--- config.mk ---
export PLATFORM = sky130hd
export DESIGN_NAME = sacfc_ctrl
export DESIGN_NICKNAME = d
export VERILOG_FILES = /design/src/hw/sacfc_pkg.sv /design/src/hw/sacfc_ctrl.sv /design/src/hw/sacfc_fmt.sv
export VERILOG_INCLUDE_DIRS = /design/src /design/src/hw
export SDC_FILE = /design/constraint.sdc
export NUM_CORES = 1
export LEC_CHECK = 0
export BUFFER_PORTS_ARGS = -buffer_cell sky130_fd_sc_hd__buf_2
export CORE_MARGIN = 2
export CORE_UTILIZATION = 54
export CTS_CLUSTER_DIAMETER = 100
export CTS_CLUSTER_SIZE = 12
export DETAILED_ROUTE_END_ITERATION = 6
export GPL_ROUTABILITY_DRIVEN = 0
export PLACE_DENSITY = 0.76
export SYNTH_ARGS = -nofsm -noshare
export SYNTH_HDL_FRONTEND = slang
export SYNTH_SLANG_ARGS = --single-unit
--- constraint.sdc ---
create_clock -name core_clk_i -period 3.72 [get_ports core_clk_i]
set_input_delay 0.558 -clock core_clk_i [delete_from_list [all_inputs] [get_ports core_clk_i]]
set_output_delay 0.558 -clock core_clk_i [all_outputs]
set_load 0.02 [all_outputs]
--- src/hw/sacfc_consts.svh ---
/*
 * Constants of the converter control block: trigger codes, format codes,
 * conversion length and buffer geometry.
 * Assumes it is included by bare name from the package and the modules.
 */
`ifndef SACFC_CONSTS_SVH
`define SACFC_CONSTS_SVH

`define SACFC_CLK_PERIOD_NS 8
`define SACFC_CONV_TADS 4'hd
`define SACFC_TRIG_MANUAL 3'h0
`define SACFC_TRIG_AUTO 3'h7
`define SACFC_FMT_INT 2'h0
`define SACFC_FMT_SINT 2'h1
`define SACFC_FMT_FRAC 2'h2
`define SACFC_FMT_SFRAC 2'h3
`define SACFC_MIN_ACQ 5'h01
`define SACFC_HALF_STEP 7'h02
`define SACFC_BUF_AW 4
`define SACFC_RES_W 12
`define SACFC_WORD_W 16

`endif

--- src/hw/sacfc_pkg.sv ---
/*
 * Types of the converter control block: state encoding, configuration
 * carrier and the packed state of the controller.
 * Assumes the constants header is on the include path.
 */
`include "sacfc_consts.svh"

package sacfc_pkg;

    typedef enum logic [2:0] {
        SACFC_OFF,
        SACFC_IDLE,
        SACFC_SAMPLE,
        SACFC_DELAY,
        SACFC_CONVERT
    } sacfc_state_t;

    typedef struct packed {
        logic module_on;
        logic stop_in_idle;
        logic rc_clock_select;
        logic [5:0] conv_clk_divider;
        logic [2:0] trigger_source_sel;
        logic auto_sample_en;
        logic [3:0] samples_per_irq;
        logic [4:0] auto_acq_time;
        logic [1:0] output_format_sel;
    } sacfc_cfg_t;

    typedef struct packed {
        sacfc_state_t st;
        logic [6:0] half_acc;
        logic [4:0] acq_cnt;
        logic [3:0] tad_cnt;
        logic [`SACFC_BUF_AW-1:0] wr_ptr;
        logic [3:0] smp_cnt;
        logic done;
        logic irq;
        logic wake;
        logic slept_off;
        logic conv_clk;
        logic [1:0] rc_sync;
        logic rc_prev;
        logic [`SACFC_RES_W-1:0] conv_s0;
        logic [`SACFC_RES_W-1:0] conv_s1;
        logic [`SACFC_WORD_W-1:0] rd_data;
    } sacfc_regs_t;

endpackage

--- src/hw/sacfc_ctrl.sv ---
/*
 * Sequencer of a 12-bit successive-approximation converter: conversion
 * clock derivation, acquisition and conversion timing, power, Sleep and
 * Idle handling, result storage and formatted read-back.
 * Assumes core_clk_i is the instruction clock, that cpu_sleep_i, cpu_idle_i,
 * the configuration and the strobes come from logic on that clock, and
 * that the RC oscillator and the analog result arrive asynchronously.
 */

`timescale 1ns/10ps
`include "sacfc_consts.svh"

module sacfc_ctrl
    import sacfc_pkg::*;
(
    input wire logic core_clk_i,
    input wire logic rst_n_i,
    input wire sacfc_cfg_t cfg_i,
    input wire logic cpu_sleep_i,
    input wire logic cpu_idle_i,
    input wire logic irq_enable_i,
    input wire logic sample_set_i,
    input wire logic sample_clear_i,
    input wire logic ext_trigger_i,
    input wire logic done_clear_i,
    input wire logic rc_osc_i,
    input wire logic [`SACFC_RES_W-1:0] conv_data_i,
    input wire logic wr_en_i,
    input wire logic [`SACFC_BUF_AW-1:0] wr_addr_i,
    input wire logic [`SACFC_WORD_W-1:0] wr_data_i,
    input wire logic [`SACFC_BUF_AW-1:0] rd_addr_i,
    output logic [`SACFC_WORD_W-1:0] rd_data_o,
    output logic sample_active_o,
    output logic conv_busy_o,
    output logic done_o,
    output logic conv_irq_o,
    output logic wake_o,
    output logic analog_on_o,
    output logic conv_clk_o,
    output logic [`SACFC_BUF_AW-1:0] wr_ptr_o
);

    localparam int DEPTH = 1 << `SACFC_BUF_AW;

    sacfc_regs_t cur_reg;
    sacfc_regs_t cur_next;

    // The result memory has no reset so a device reset leaves it intact.
    logic [`SACFC_RES_W-1:0] result_buffer [DEPTH];

    logic mem_we;
    logic [`SACFC_BUF_AW-1:0] mem_waddr;
    logic [`SACFC_RES_W-1:0] mem_wdata;
    logic [`SACFC_WORD_W-1:0] fmt_word;
    logic rc_edge;
    logic clk_stop;
    logic halted;
    logic tad_tick;
    logic trig;
    logic finish;
    logic [6:0] div_n;
    logic [6:0] acc;
    logic [5:0] acq_target;

    sacfc_fmt u_fmt (
        .raw_i(result_buffer[rd_addr_i]),
        .fmt_i(cfg_i.output_format_sel),
        .word_o(fmt_word)
    );

    always_comb begin
        cur_next = cur_reg;
        cur_next.irq = 1'b0;
        cur_next.wake = 1'b0;
        mem_we = 1'b0;
        mem_waddr = wr_addr_i;
        mem_wdata = wr_data_i[`SACFC_RES_W-1:0];
        trig = 1'b0;
        finish = 1'b0;
        tad_tick = 1'b0;
        acc = 7'h00;

        cur_next.rc_sync = {cur_reg.rc_sync[0], rc_osc_i};
        cur_next.rc_prev = cur_reg.rc_sync[1];
        // The result word is synchronised bit by bit with no handshake, so it must
        // hold still for the last periods of a conversion or a torn code is stored.
        cur_next.conv_s0 = conv_data_i;
        cur_next.conv_s1 = cur_reg.conv_s0;
        rc_edge = cur_reg.rc_sync[1] & ~cur_reg.rc_prev;

        // Without the RC source every module clock is gone during Sleep.
        clk_stop = cpu_sleep_i & ~cfg_i.rc_clock_select;
        halted = clk_stop | (cpu_idle_i & cfg_i.stop_in_idle) | cur_reg.slept_off;

        // The divider counts half instruction cycles; an even setting gives
        // an odd half count, so single periods jitter by half a cycle while
        // the average period is exact. A setting of zero cannot run faster
        // than one period per cycle.
        div_n = {1'b0, cfg_i.conv_clk_divider} + 7'h01;
        if (cfg_i.rc_clock_select) begin
            tad_tick = rc_edge;
            cur_next.half_acc = 7'h00;
        end else begin
            acc = cur_reg.half_acc + `SACFC_HALF_STEP;
            if (acc >= div_n) begin
                tad_tick = 1'b1;
                acc = acc - div_n;
                if (acc >= div_n) begin
                    acc = 7'h00;
                end
            end
            cur_next.half_acc = acc;
        end
        if (halted || cur_reg.st == SACFC_OFF) begin
            tad_tick = 1'b0;
            cur_next.half_acc = cur_reg.half_acc;
        end
        if (tad_tick) begin
            cur_next.conv_clk = ~cur_reg.conv_clk;
        end

        // A zero acquisition setting is stretched to the shortest legal hold.
        if (cfg_i.auto_acq_time == 5'h00) begin
            acq_target = {1'b0, `SACFC_MIN_ACQ};
        end else begin
            acq_target = {1'b0, cfg_i.auto_acq_time};
        end

        if (!cpu_sleep_i) begin
            cur_next.slept_off = 1'b0;
        end
        if (done_clear_i) begin
            cur_next.done = 1'b0;
        end

        if (!halted) begin
            case (cur_reg.st)
                SACFC_OFF: begin
                    if (cfg_i.module_on) begin
                        cur_next.st = SACFC_IDLE;
                    end
                end
                SACFC_IDLE: begin
                    if (sample_set_i || cfg_i.auto_sample_en) begin
                        cur_next.st = SACFC_SAMPLE;
                        cur_next.acq_cnt = 5'h00;
                    end
                end
                SACFC_SAMPLE: begin
                    if (tad_tick) begin
                        cur_next.acq_cnt = cur_reg.acq_cnt + 5'h01;
                    end
                    case (cfg_i.trigger_source_sel)
                        `SACFC_TRIG_MANUAL: trig = sample_clear_i;
                        `SACFC_TRIG_AUTO:
                            trig = tad_tick && ({1'b0, cur_reg.acq_cnt} + 6'h01 >= acq_target);
                        default: trig = ext_trigger_i;
                    endcase
                    if (trig) begin
                        cur_next.tad_cnt = 4'h0;
                        if (cfg_i.rc_clock_select) begin
                            cur_next.st = SACFC_DELAY;
                        end else begin
                            cur_next.st = SACFC_CONVERT;
                        end
                    end
                end
                SACFC_DELAY: begin
                    cur_next.st = SACFC_CONVERT;
                end
                SACFC_CONVERT: begin
                    if (tad_tick) begin
                        cur_next.tad_cnt = cur_reg.tad_cnt + 4'h1;
                        if (cur_reg.tad_cnt == `SACFC_CONV_TADS) begin
                            finish = 1'b1;
                        end
                    end
                end
                default: begin
                    cur_next.st = SACFC_OFF;
                end
            endcase
        end

        if (finish) begin
            mem_we = 1'b1;
            mem_waddr = cur_reg.wr_ptr;
            mem_wdata = cur_reg.conv_s1;
            cur_next.wr_ptr = cur_reg.wr_ptr + 4'h1;
            cur_next.smp_cnt = cur_reg.smp_cnt + 4'h1;
            if (cfg_i.auto_sample_en) begin
                cur_next.st = SACFC_SAMPLE;
                cur_next.acq_cnt = 5'h00;
            end else begin
                cur_next.st = SACFC_IDLE;
            end
            if (cur_reg.smp_cnt == cfg_i.samples_per_irq) begin
                cur_next.smp_cnt = 4'h0;
                cur_next.wr_ptr = 4'h0;
                cur_next.done = 1'b1;
                cur_next.irq = 1'b1;
            end
            if (cpu_sleep_i) begin
                if (irq_enable_i) begin
                    cur_next.wake = cur_reg.smp_cnt == cfg_i.samples_per_irq;
                end else begin
                    cur_next.slept_off = 1'b1;
                end
            end
        end

        // Entering Sleep on the instruction clock drops a conversion under way.
        if (clk_stop && (cur_reg.st == SACFC_DELAY || cur_reg.st == SACFC_CONVERT)) begin
            cur_next.st = SACFC_IDLE;
            cur_next.tad_cnt = 4'h0;
        end
        if (clk_stop) begin
            cur_next.conv_clk = 1'b0;
        end

        // Switching off wins over any restart and discards a partial result.
        if (!cfg_i.module_on) begin
            cur_next.st = SACFC_OFF;
            cur_next.tad_cnt = 4'h0;
            cur_next.acq_cnt = 5'h00;
            cur_next.smp_cnt = 4'h0;
            cur_next.wr_ptr = 4'h0;
            cur_next.half_acc = 7'h00;
            cur_next.conv_clk = 1'b0;
            cur_next.slept_off = 1'b0;
            cur_next.irq = 1'b0;
            cur_next.wake = 1'b0;
            if (finish) begin
                cur_next.done = cur_reg.done & ~done_clear_i;
            end
            mem_we = 1'b0;
            mem_waddr = wr_addr_i;
            mem_wdata = wr_data_i[`SACFC_RES_W-1:0];
        end

        // A software store only lands when no conversion result is written.
        if (!mem_we && wr_en_i) begin
            mem_we = 1'b1;
        end

        cur_next.rd_data = fmt_word;
    end

    // Configuration lives outside this block, so Sleep leaves it unchanged.
    always_ff @(posedge core_clk_i or negedge rst_n_i) begin
        if (!rst_n_i) begin
            cur_reg <= '0;
        end else begin
            cur_reg <= cur_next;
        end
    end

    always_ff @(posedge core_clk_i) begin
        if (mem_we) begin
            result_buffer[mem_waddr] <= mem_wdata;
        end
    end

    assign rd_data_o = cur_reg.rd_data;
    assign sample_active_o = cur_reg.st == SACFC_SAMPLE;
    assign conv_busy_o = cur_reg.st == SACFC_DELAY || cur_reg.st == SACFC_CONVERT;
    assign done_o = cur_reg.done;
    assign conv_irq_o = cur_reg.irq;
    assign wake_o = cur_reg.wake;
    assign analog_on_o = cur_reg.st != SACFC_OFF && !cur_reg.slept_off;
    assign conv_clk_o = cur_reg.conv_clk;
    assign wr_ptr_o = cur_reg.wr_ptr;

endmodule

--- src/hw/sacfc_fmt.sv ---
/*
 * Result formatter: turns a stored 12-bit right-justified sample into one
 * of three 16-bit read layouts; both fractional codes give the same one.
 * Assumes a purely combinational use by the controller, which registers it.
 */
`timescale 1ns/10ps
`include "sacfc_consts.svh"

module sacfc_fmt
    import sacfc_pkg::*;
(
    input wire logic [`SACFC_RES_W-1:0] raw_i,
    input wire logic [1:0] fmt_i,
    output logic [`SACFC_WORD_W-1:0] word_o
);

    function automatic logic [`SACFC_WORD_W-1:0] sacfc_layout(
        input logic [`SACFC_RES_W-1:0] raw,
        input logic [1:0] fmt
    );
        logic [`SACFC_WORD_W-1:0] w;
        w = {4'h0, raw};
        case (fmt)
            `SACFC_FMT_INT: w = {4'h0, raw};
            `SACFC_FMT_SINT: w = {{4{raw[11]}}, raw};
            `SACFC_FMT_FRAC: w = {raw, 4'h0};
            `SACFC_FMT_SFRAC: w = {raw, 4'h0};
            default: w = {4'h0, raw};
        endcase
        return w;
    endfunction

    // The encoding of the two format bits follows the header constants.
    always_comb begin
        word_o = sacfc_layout(raw_i, fmt_i);
    end

endmodule

* After elaboration in Yosys (flattened, before gate mapping)
Memories as Yosys holds them, arrays and structs flattened.
Cells that the tools add are included.
Widths: inputs -> output; s select.
** Storage, ports and cells
- Register bits :: 75
- Bits in writable memories :: 192
- Bits of input ports :: 71
- Output and inout port bits :: 27
- Word-level logic and storage cells :: 130
- Memories :: 1
** Cells by class
- $add $sub $neg :: 8
- Order comparisons :: 3
- Equal/unequal tests :: 21
- Mux-type cells :: 54
- Bitwise gates (word level) :: 10
- Reduce and logical (&&, ||, !) cells :: 17
** Memory list
- result_buffer :: words 16, width 12, rd ports 1, clocked after Yosys merged registers in 0, wr ports 1, RTL line sacfc_ctrl.sv:49 : logic [`SACFC_RES_W-1:0] result_buffer [DEPTH];
** Operators with widths (count)
- $pmux 16 s3 :: 1
- $mux 12 :: 3
- $mux 32 :: 1
- $mux 7 :: 4
- $mux 5 :: 5
- $mux 1 :: 21
- $mux 4 :: 5
- $mux 3 :: 6
- $pmux 3 s5 :: 1
- $ge 7x7->1 :: 2
- $add 4x1->4 const B :: 3
- $mux 10 :: 1
- $pmux 5 s2 :: 1
- $mux 9 :: 1
- $ne 4x2->1 const B :: 2
- $ne 4x4->1 const B :: 2
- $pmux 4 s2 :: 1
- $reduce_and 4->1 :: 2
- $add 6x1->7 const B :: 1
- $add 7x2->7 const B :: 1
- $sub 7x7->7 :: 1
- $add 5x1->6 const B :: 1
- $eq 3x2->1 const B :: 2
- $eq 3x3->1 const B :: 2
- other kinds (27) :: 43

* Logic depth before layout (Yosys ltp)
- Depth in word-level cells :: 16
- Mapped depth :: 14
- Mapped depth without buffers :: 14

* Cells and area by module
A second synthesis with hierarchy kept.
** Unflattened totals
- Cell total of the unflattened synthesis :: 768
- Area, all modules :: 12022.8 um^2
** Modules (own cells, without submodules)
- sacfc_ctrl :: instances 1, cells an instance 746, area an instance 11830.1 um^2, sequential area each 7642.3 um^2
- sacfc_fmt :: instances 1, cells an instance 22, area an instance 192.7 um^2, sequential area each 0.0 um^2

* Worst setup path after synthesis
OpenSTA, ideal clock, no wires.
- Kind :: input to register
- From :: in cfg_i[15] in the netlist's numbering
- To :: mem result_buffer[12][0] in the netlist's numbering, enable pin
- Library setup time :: 398 ps
- Data arrival time :: 3516 ps
- Required time :: 3322 ps
- Slack :: -194 ps
- Stages :: 11
- Path buffers :: 1
- Path through :: ha_1 -> and3_1 -> xnor2_1 -> ha_1 -> and2_1 -> a311oi_1 -> o32ai_2 -> nand2_1 -> clkbuf_1 -> nand3_1 -> o21ai_0
** On the way
- Longest elaborated chain between the ends :: 15
- Elaborated cells between the ends (all ways) :: 17
- Classes of those cells :: 1 x add/sub; 1 x order compare; 13 x mux; 2 x reduce/logical
** Ends and longest elaborated chain
- start, declared :: RTL line sacfc_ctrl.sv:18 : input wire sacfc_cfg_t cfg_i,
- $add 6x1->7 * :: RTL line sacfc_ctrl.sv:99 : div_n = {1'b0, cfg_i.conv_clk_divider} + 7'h01;
- $ge 7x7->1 * :: RTL line sacfc_ctrl.sv:105 : if (acc >= div_n) begin
- $mux 1 * :: RTL line sacfc_ctrl.sv:105
- $mux 1 * :: RTL line sacfc_ctrl.sv:100 : if (cfg_i.rc_clock_select) begin
- $mux 1 * :: RTL line sacfc_ctrl.sv:114 : if (halted || cur_reg.st == SACFC_OFF) begin
- $mux 1 * :: RTL line sacfc_ctrl.sv:172 : if (tad_tick) begin
- $mux 1 * :: RTL line sacfc_ctrl.sv:137 : case (cur_reg.st)
- $mux 1 * :: RTL line sacfc_ctrl.sv:136 : if (!halted) begin
- $mux 1 :: RTL line sacfc_ctrl.sv:185 : if (finish) begin
- $mux 1 :: RTL line sacfc_ctrl.sv:222 : if (!cfg_i.module_on) begin
- $logic_not 1->1 :: RTL line sacfc_ctrl.sv:242 : if (!mem_we && wr_en_i) begin
- $logic_and 1x1->1 :: RTL line sacfc_ctrl.sv:242
- $mux 1 :: RTL line sacfc_ctrl.sv:242
- $mux 1 :: RTL line sacfc_ctrl.sv:259 : if (mem_we) begin
- $mux 1 (not written as such) :: RTL line sacfc_ctrl.sv:260 : result_buffer[mem_waddr] <= mem_wdata;
- end, declared :: RTL line sacfc_ctrl.sv:49
Every way passes the cells marked *; elsewhere a longest branch is shown, timed or not.

* Final worst setup path
- From :: reg cur_reg[66] in the netlist's numbering
- To :: reg cur_reg[68] in the netlist's numbering
** On the way
- Longest elaborated chain between the ends :: 8
- Elaborated cells between the ends (all ways) :: 9
- Classes of those cells :: 2 x add/sub; 2 x order compare; 5 x mux
** Ends and longest elaborated chain
- start, declared :: RTL line sacfc_ctrl.sv:45 : sacfc_regs_t cur_reg;
- start signal, assigned :: RTL line sacfc_ctrl.sv:254 : cur_reg <= cur_next;
- $add 7x2->7 (no source line) *
- $sub 7x7->7 :: RTL line sacfc_ctrl.sv:107 : acc = acc - div_n;
- $ge 7x7->1 :: RTL line sacfc_ctrl.sv:108 : if (acc >= div_n) begin
- $mux 7 :: RTL line sacfc_ctrl.sv:108
- $mux 7 * :: RTL line sacfc_ctrl.sv:105
- $mux 7 * :: RTL line sacfc_ctrl.sv:100
- $mux 7 * :: RTL line sacfc_ctrl.sv:114
- $mux 32 * :: RTL line sacfc_ctrl.sv:222
Every way passes the cells marked *; elsewhere a longest branch is shown, timed or not. The select of a mux whose other input is x is not followed.
A chain may end at the register's enable or synchronous reset.

==> results by group <==
Synth
  – Cell type contributing the most total cell area after synthesis: sky130_fd_sc_hd__edfxtp_1
  – Ys Warns: 0
  – Cell area after technology mapping: roughly 12000 µm²
  – Flop and latch count out of synthesis: ~270
  – Post-synth top flop: sky130_fd_sc_hd__edfxtp_1
  – Share of the synthesized area in the top cell type: 0.485
  – EDFF count, synth: approximately 190
  – Most area-consuming cells after synthesis: sky130_fd_sc_hd__edfxtp_1, sky130_fd_sc_hd__dfrtp_1, sky130_fd_sc_hd__mux4_2, sky130_fd_sc_hd__ha_1, sky130_fd_sc_hd__mux2_2
  – Post-Synthesis Mean Instance Area: between 15 and 20 µm²
  – Most numerous cell in the Yosys netlist: sky130_fd_sc_hd__edfxtp_1
  – Post-synth top cells: sky130_fd_sc_hd__edfxtp_1, sky130_fd_sc_hd__dfrtp_1, sky130_fd_sc_hd__mux4_2, sky130_fd_sc_hd__nand2_1, sky130_fd_sc_hd__nand3_1
  – Synthesized Nets: 869
  – Number of instances in the synthesized netlist: roughly 770
  – Async set-reset flop share out of synthesis: 0.281
  – Post-synthesis cell type count: 65
  – Fraction of the yosys area taken by sequential cells: 0.642

CTS
  – CTS tree: done
  – Number of buffers between clock root and the deepest sink: 3
  – Clock-pin slew reported for the worst setup and hold paths after clock tree synthesis: about 0.060 ns
  – Number of setup buffers added after CTS: 0
  – Hold-fix buffers, CTS: 0
  – Insertion delay of the later-clocked pin in the worst-skew pair: ~0.54 ns
  – Sink Count: 267
  – Post_cts resized: 0
  – H-tree Lvls: 1
  – Number of buffers created by CTS: 26
  – Root buffer selected by CTS: sky130_fd_sc_hd__clkbuf_16

Critical path
  – Type of destination of the critical path: register
  – Launching element type of the critical path: register
  – Data required time at the worst endpoint: between 4 and 5 ns
  – Total buffers and inverters traversed by the critical path: 1
  – Most frequent cell on the critical path: sky130_fd_sc_hd__ha_1
  – Largest stage delay on the critical path: a little under 0.5 ns
  – Setup Crit Path Kind: reg -> reg
  – Critical-path maximum fanout: 8
  – Top Family by Delay on Critical Path: adder cells
  – CP max stage cell: sky130_fd_sc_hd__dfrtp_1
  – CP arrival: approximately 3.8 ns
  – Sequence of cells on the critical path: ha_1, xor2_1, ha_1, o21a_1, nor2_1, xnor2_1, ha_1, o211ai_1, o21ai_0, o211ai_1, nand2_1, nor3_1, buf_4, a221o_1
  – Register-to-Register Setup Slack: ~0.32 ns

Timing
  – Number of endpoints with negative hold slack in the final report: 0
  – Minimum clock period after layout: roughly 3.4 ns
  – Share of the clock period used by the worst path: 0.914
  – Post-route worst hold slack: between 0.06 and 0.07 ns
  – Transition time at the pin with the least slew margin: a little under 0.7 ns
  – Final-layout setup total negative slack: 0 ns
  – Clock Skew: between 0.015 and 0.02 ns
  – Peak Freq: between 200 and 300 MHz
  – Worst slew margin: 0.533
  – Total count of max-transition violations in the final report: 0
  – RSZ-0062 raised after global routing: false
  – Fin worst setup slack: 0.321 ns
  – Finish-stage setup viols: 0

Routing
  – Starting DRC count in detailed routing: 445
  – Post-detailed-routing wire length: 25.1 mm
  – Number of routed nets with antenna violations: 0
  – Vias: ~7000
  – Via-to-Cell Ratio: approximately 5.9
  – Count of TritonRoute iterations in the first routing pass: 4
  – Residual DRC count: 0
  – DR WL/cell: 21.4 µm

Status
  – Outcome: completed

Finish
  – Number of standard cells in the final layout excluding fillers: between 1000 and 1500
  – Post-layout utilization of the core: 0.624
  – Number of filler cells placed in the layout: 1570
  – Post-layout net count: 972
  – Layout Area Growth over Synthesis: 14.1%
  – Layout cell share with drive strength beyond 1: 0.273
  – Antenna diode instance count: 0
  – Max reg flops: between 150 and 200

Power
  – Power density over the cells: approximately 480 nW/µm²
  – Worst VDD drop: about 0.00036 V
  – Static leakage: 5.12 nW

Die
  – Number of placement rows: 54
  – Core area: ~22000 µm²
  – Die area: between 20000 and 25000 µm²
  – Die Ht: between 150 and 200 µm
  – Die Width: between 150 and 200 µm
  – Number of I/O pins: 98
  – Starting density of the core: 0.547

Place
  – Count of buffers from port buffering: 93
  – Worst Setup Slack post-DPL: ~0.067 ns
  – Number of placed instances, taps included: between 1000 and 1500
  – Detailed placer's ending HPWL: 16.7 mm

Global routing
  – Number of global-route vias before repair: about 6900
  – First-pass GRT wire length: between 30 and 40 mm
  – Largest net degree at the start of global routing: approximately 50
  – Global-route usage over all layers: 0.220
  – Total grt overflow: 0
  – Antenna violations before repair: 1

Worst hold path
  – Class of the worst hold path: in -> async

Job
  – Number of maximum-capacitance violations: 0
[stage by stage]
stage	area (µm²)	total power, mW
2_1_floorplan	11900	3.90
3_3_place_gp	12800	4.11
3_5_place_dp	12800	4.13
4_1_cts	13600	6.51
5_1_grt	13600	6.70
6_report	13600	6.45
[placed cells by master (no fill, tap or decap), types with 5 or more instances in the layout]
master                      Yosys  final
sky130_fd_sc_hd__a21o_1         6      6
sky130_fd_sc_hd__a21oi_1       20     20
sky130_fd_sc_hd__a221o_1        6      6
sky130_fd_sc_hd__and3_1        11     11
sky130_fd_sc_hd__buf_12         0     11
sky130_fd_sc_hd__buf_2          4     92
sky130_fd_sc_hd__buf_4         20     23
sky130_fd_sc_hd__clkbuf_1      21     18
sky130_fd_sc_hd__clkbuf_16      0     26
sky130_fd_sc_hd__dfrtp_1       75     75
sky130_fd_sc_hd__edfxtp_1     192    192
sky130_fd_sc_hd__ha_1          25     25
sky130_fd_sc_hd__inv_1         20     20
sky130_fd_sc_hd__mux2_2        21     21
sky130_fd_sc_hd__mux4_2        60     60
sky130_fd_sc_hd__nand2_1       45     45
sky130_fd_sc_hd__nand3_1       38     38
sky130_fd_sc_hd__nand3b_1       5      5
sky130_fd_sc_hd__nand4_1        6      6
sky130_fd_sc_hd__nor2_1        24     24
sky130_fd_sc_hd__nor2b_1       18     18
sky130_fd_sc_hd__nor3_1        12     12
sky130_fd_sc_hd__o211ai_1       6      6
sky130_fd_sc_hd__o21a_1         5      5
sky130_fd_sc_hd__o21ai_0       34     18
sky130_fd_sc_hd__o21ai_1        5     21
sky130_fd_sc_hd__or3_1          6      6
sky130_fd_sc_hd__xnor2_1       12     12
sky130_fd_sc_hd__xor2_1         9      9
[final cells by class]
| cell class | count | area [µm²] | area share |
|---|---|---|---|
| well taps | 280 | 350 | 0.0258 |
| flip-flops and latches | 267 | 7640 | 0.563 |
| clock buffers | 44 | 718 | 0.0529 |
| inverters | 21 | 78.8 | 0.00581 |
| multi-input cells | 433 | 3900 | 0.288 |
| clock inverters | 2 | 27.5 | 0.00203 |
| repair buffers | 126 | 853 | 0.0629 |
[logic make-up after synthesis]
group,count (synthesis),share of synthesized area
compound gates,113,0.0646
simple gates,188,0.0828
buf+inv,72,0.0301
fa+ha+maj,26,0.0280
flops,267,0.642
mux,85,0.137
xor+xnor,21,0.0155
[power by group]
part	switching (mW)	internal [mW]	leakage (nW)	total, mW
Clock	1.06	1.31	0.355	2.38
Sequential	0.0545	3.29	2.69	3.34
Combinational	0.426	0.305	2.08	0.731
Total	1.54	4.91	5.12	6.45
[layer usage]
| metal | GRT usage | wire, µm |
|---|---|---|
| met5 | 0 | 13 |
| met4 | 0.0635 | 616 |
| met3 | 0.0447 | 1620 |
| met2 | 0.371 | 12500 |
| met1 | 0.295 | 10400 |
[final timing paths]
check | from | to | depth (start not counted)
setup / recovery | cur_reg[66] | cur_reg[68] | 14
hold reg to reg | cur_next[18] | cur_reg[18] | 0
hold / removal | rst_n_i | cur_reg[27] | 1
max in group asynchronous | rst_n_i | cur_reg[26] | 2
setup reg to reg | cur_reg[66] | cur_reg[68] | 14
min in group core_clk_i | conv_data_i[2] | cur_next[18] | 1
Power figures use the tool's default switching activity.
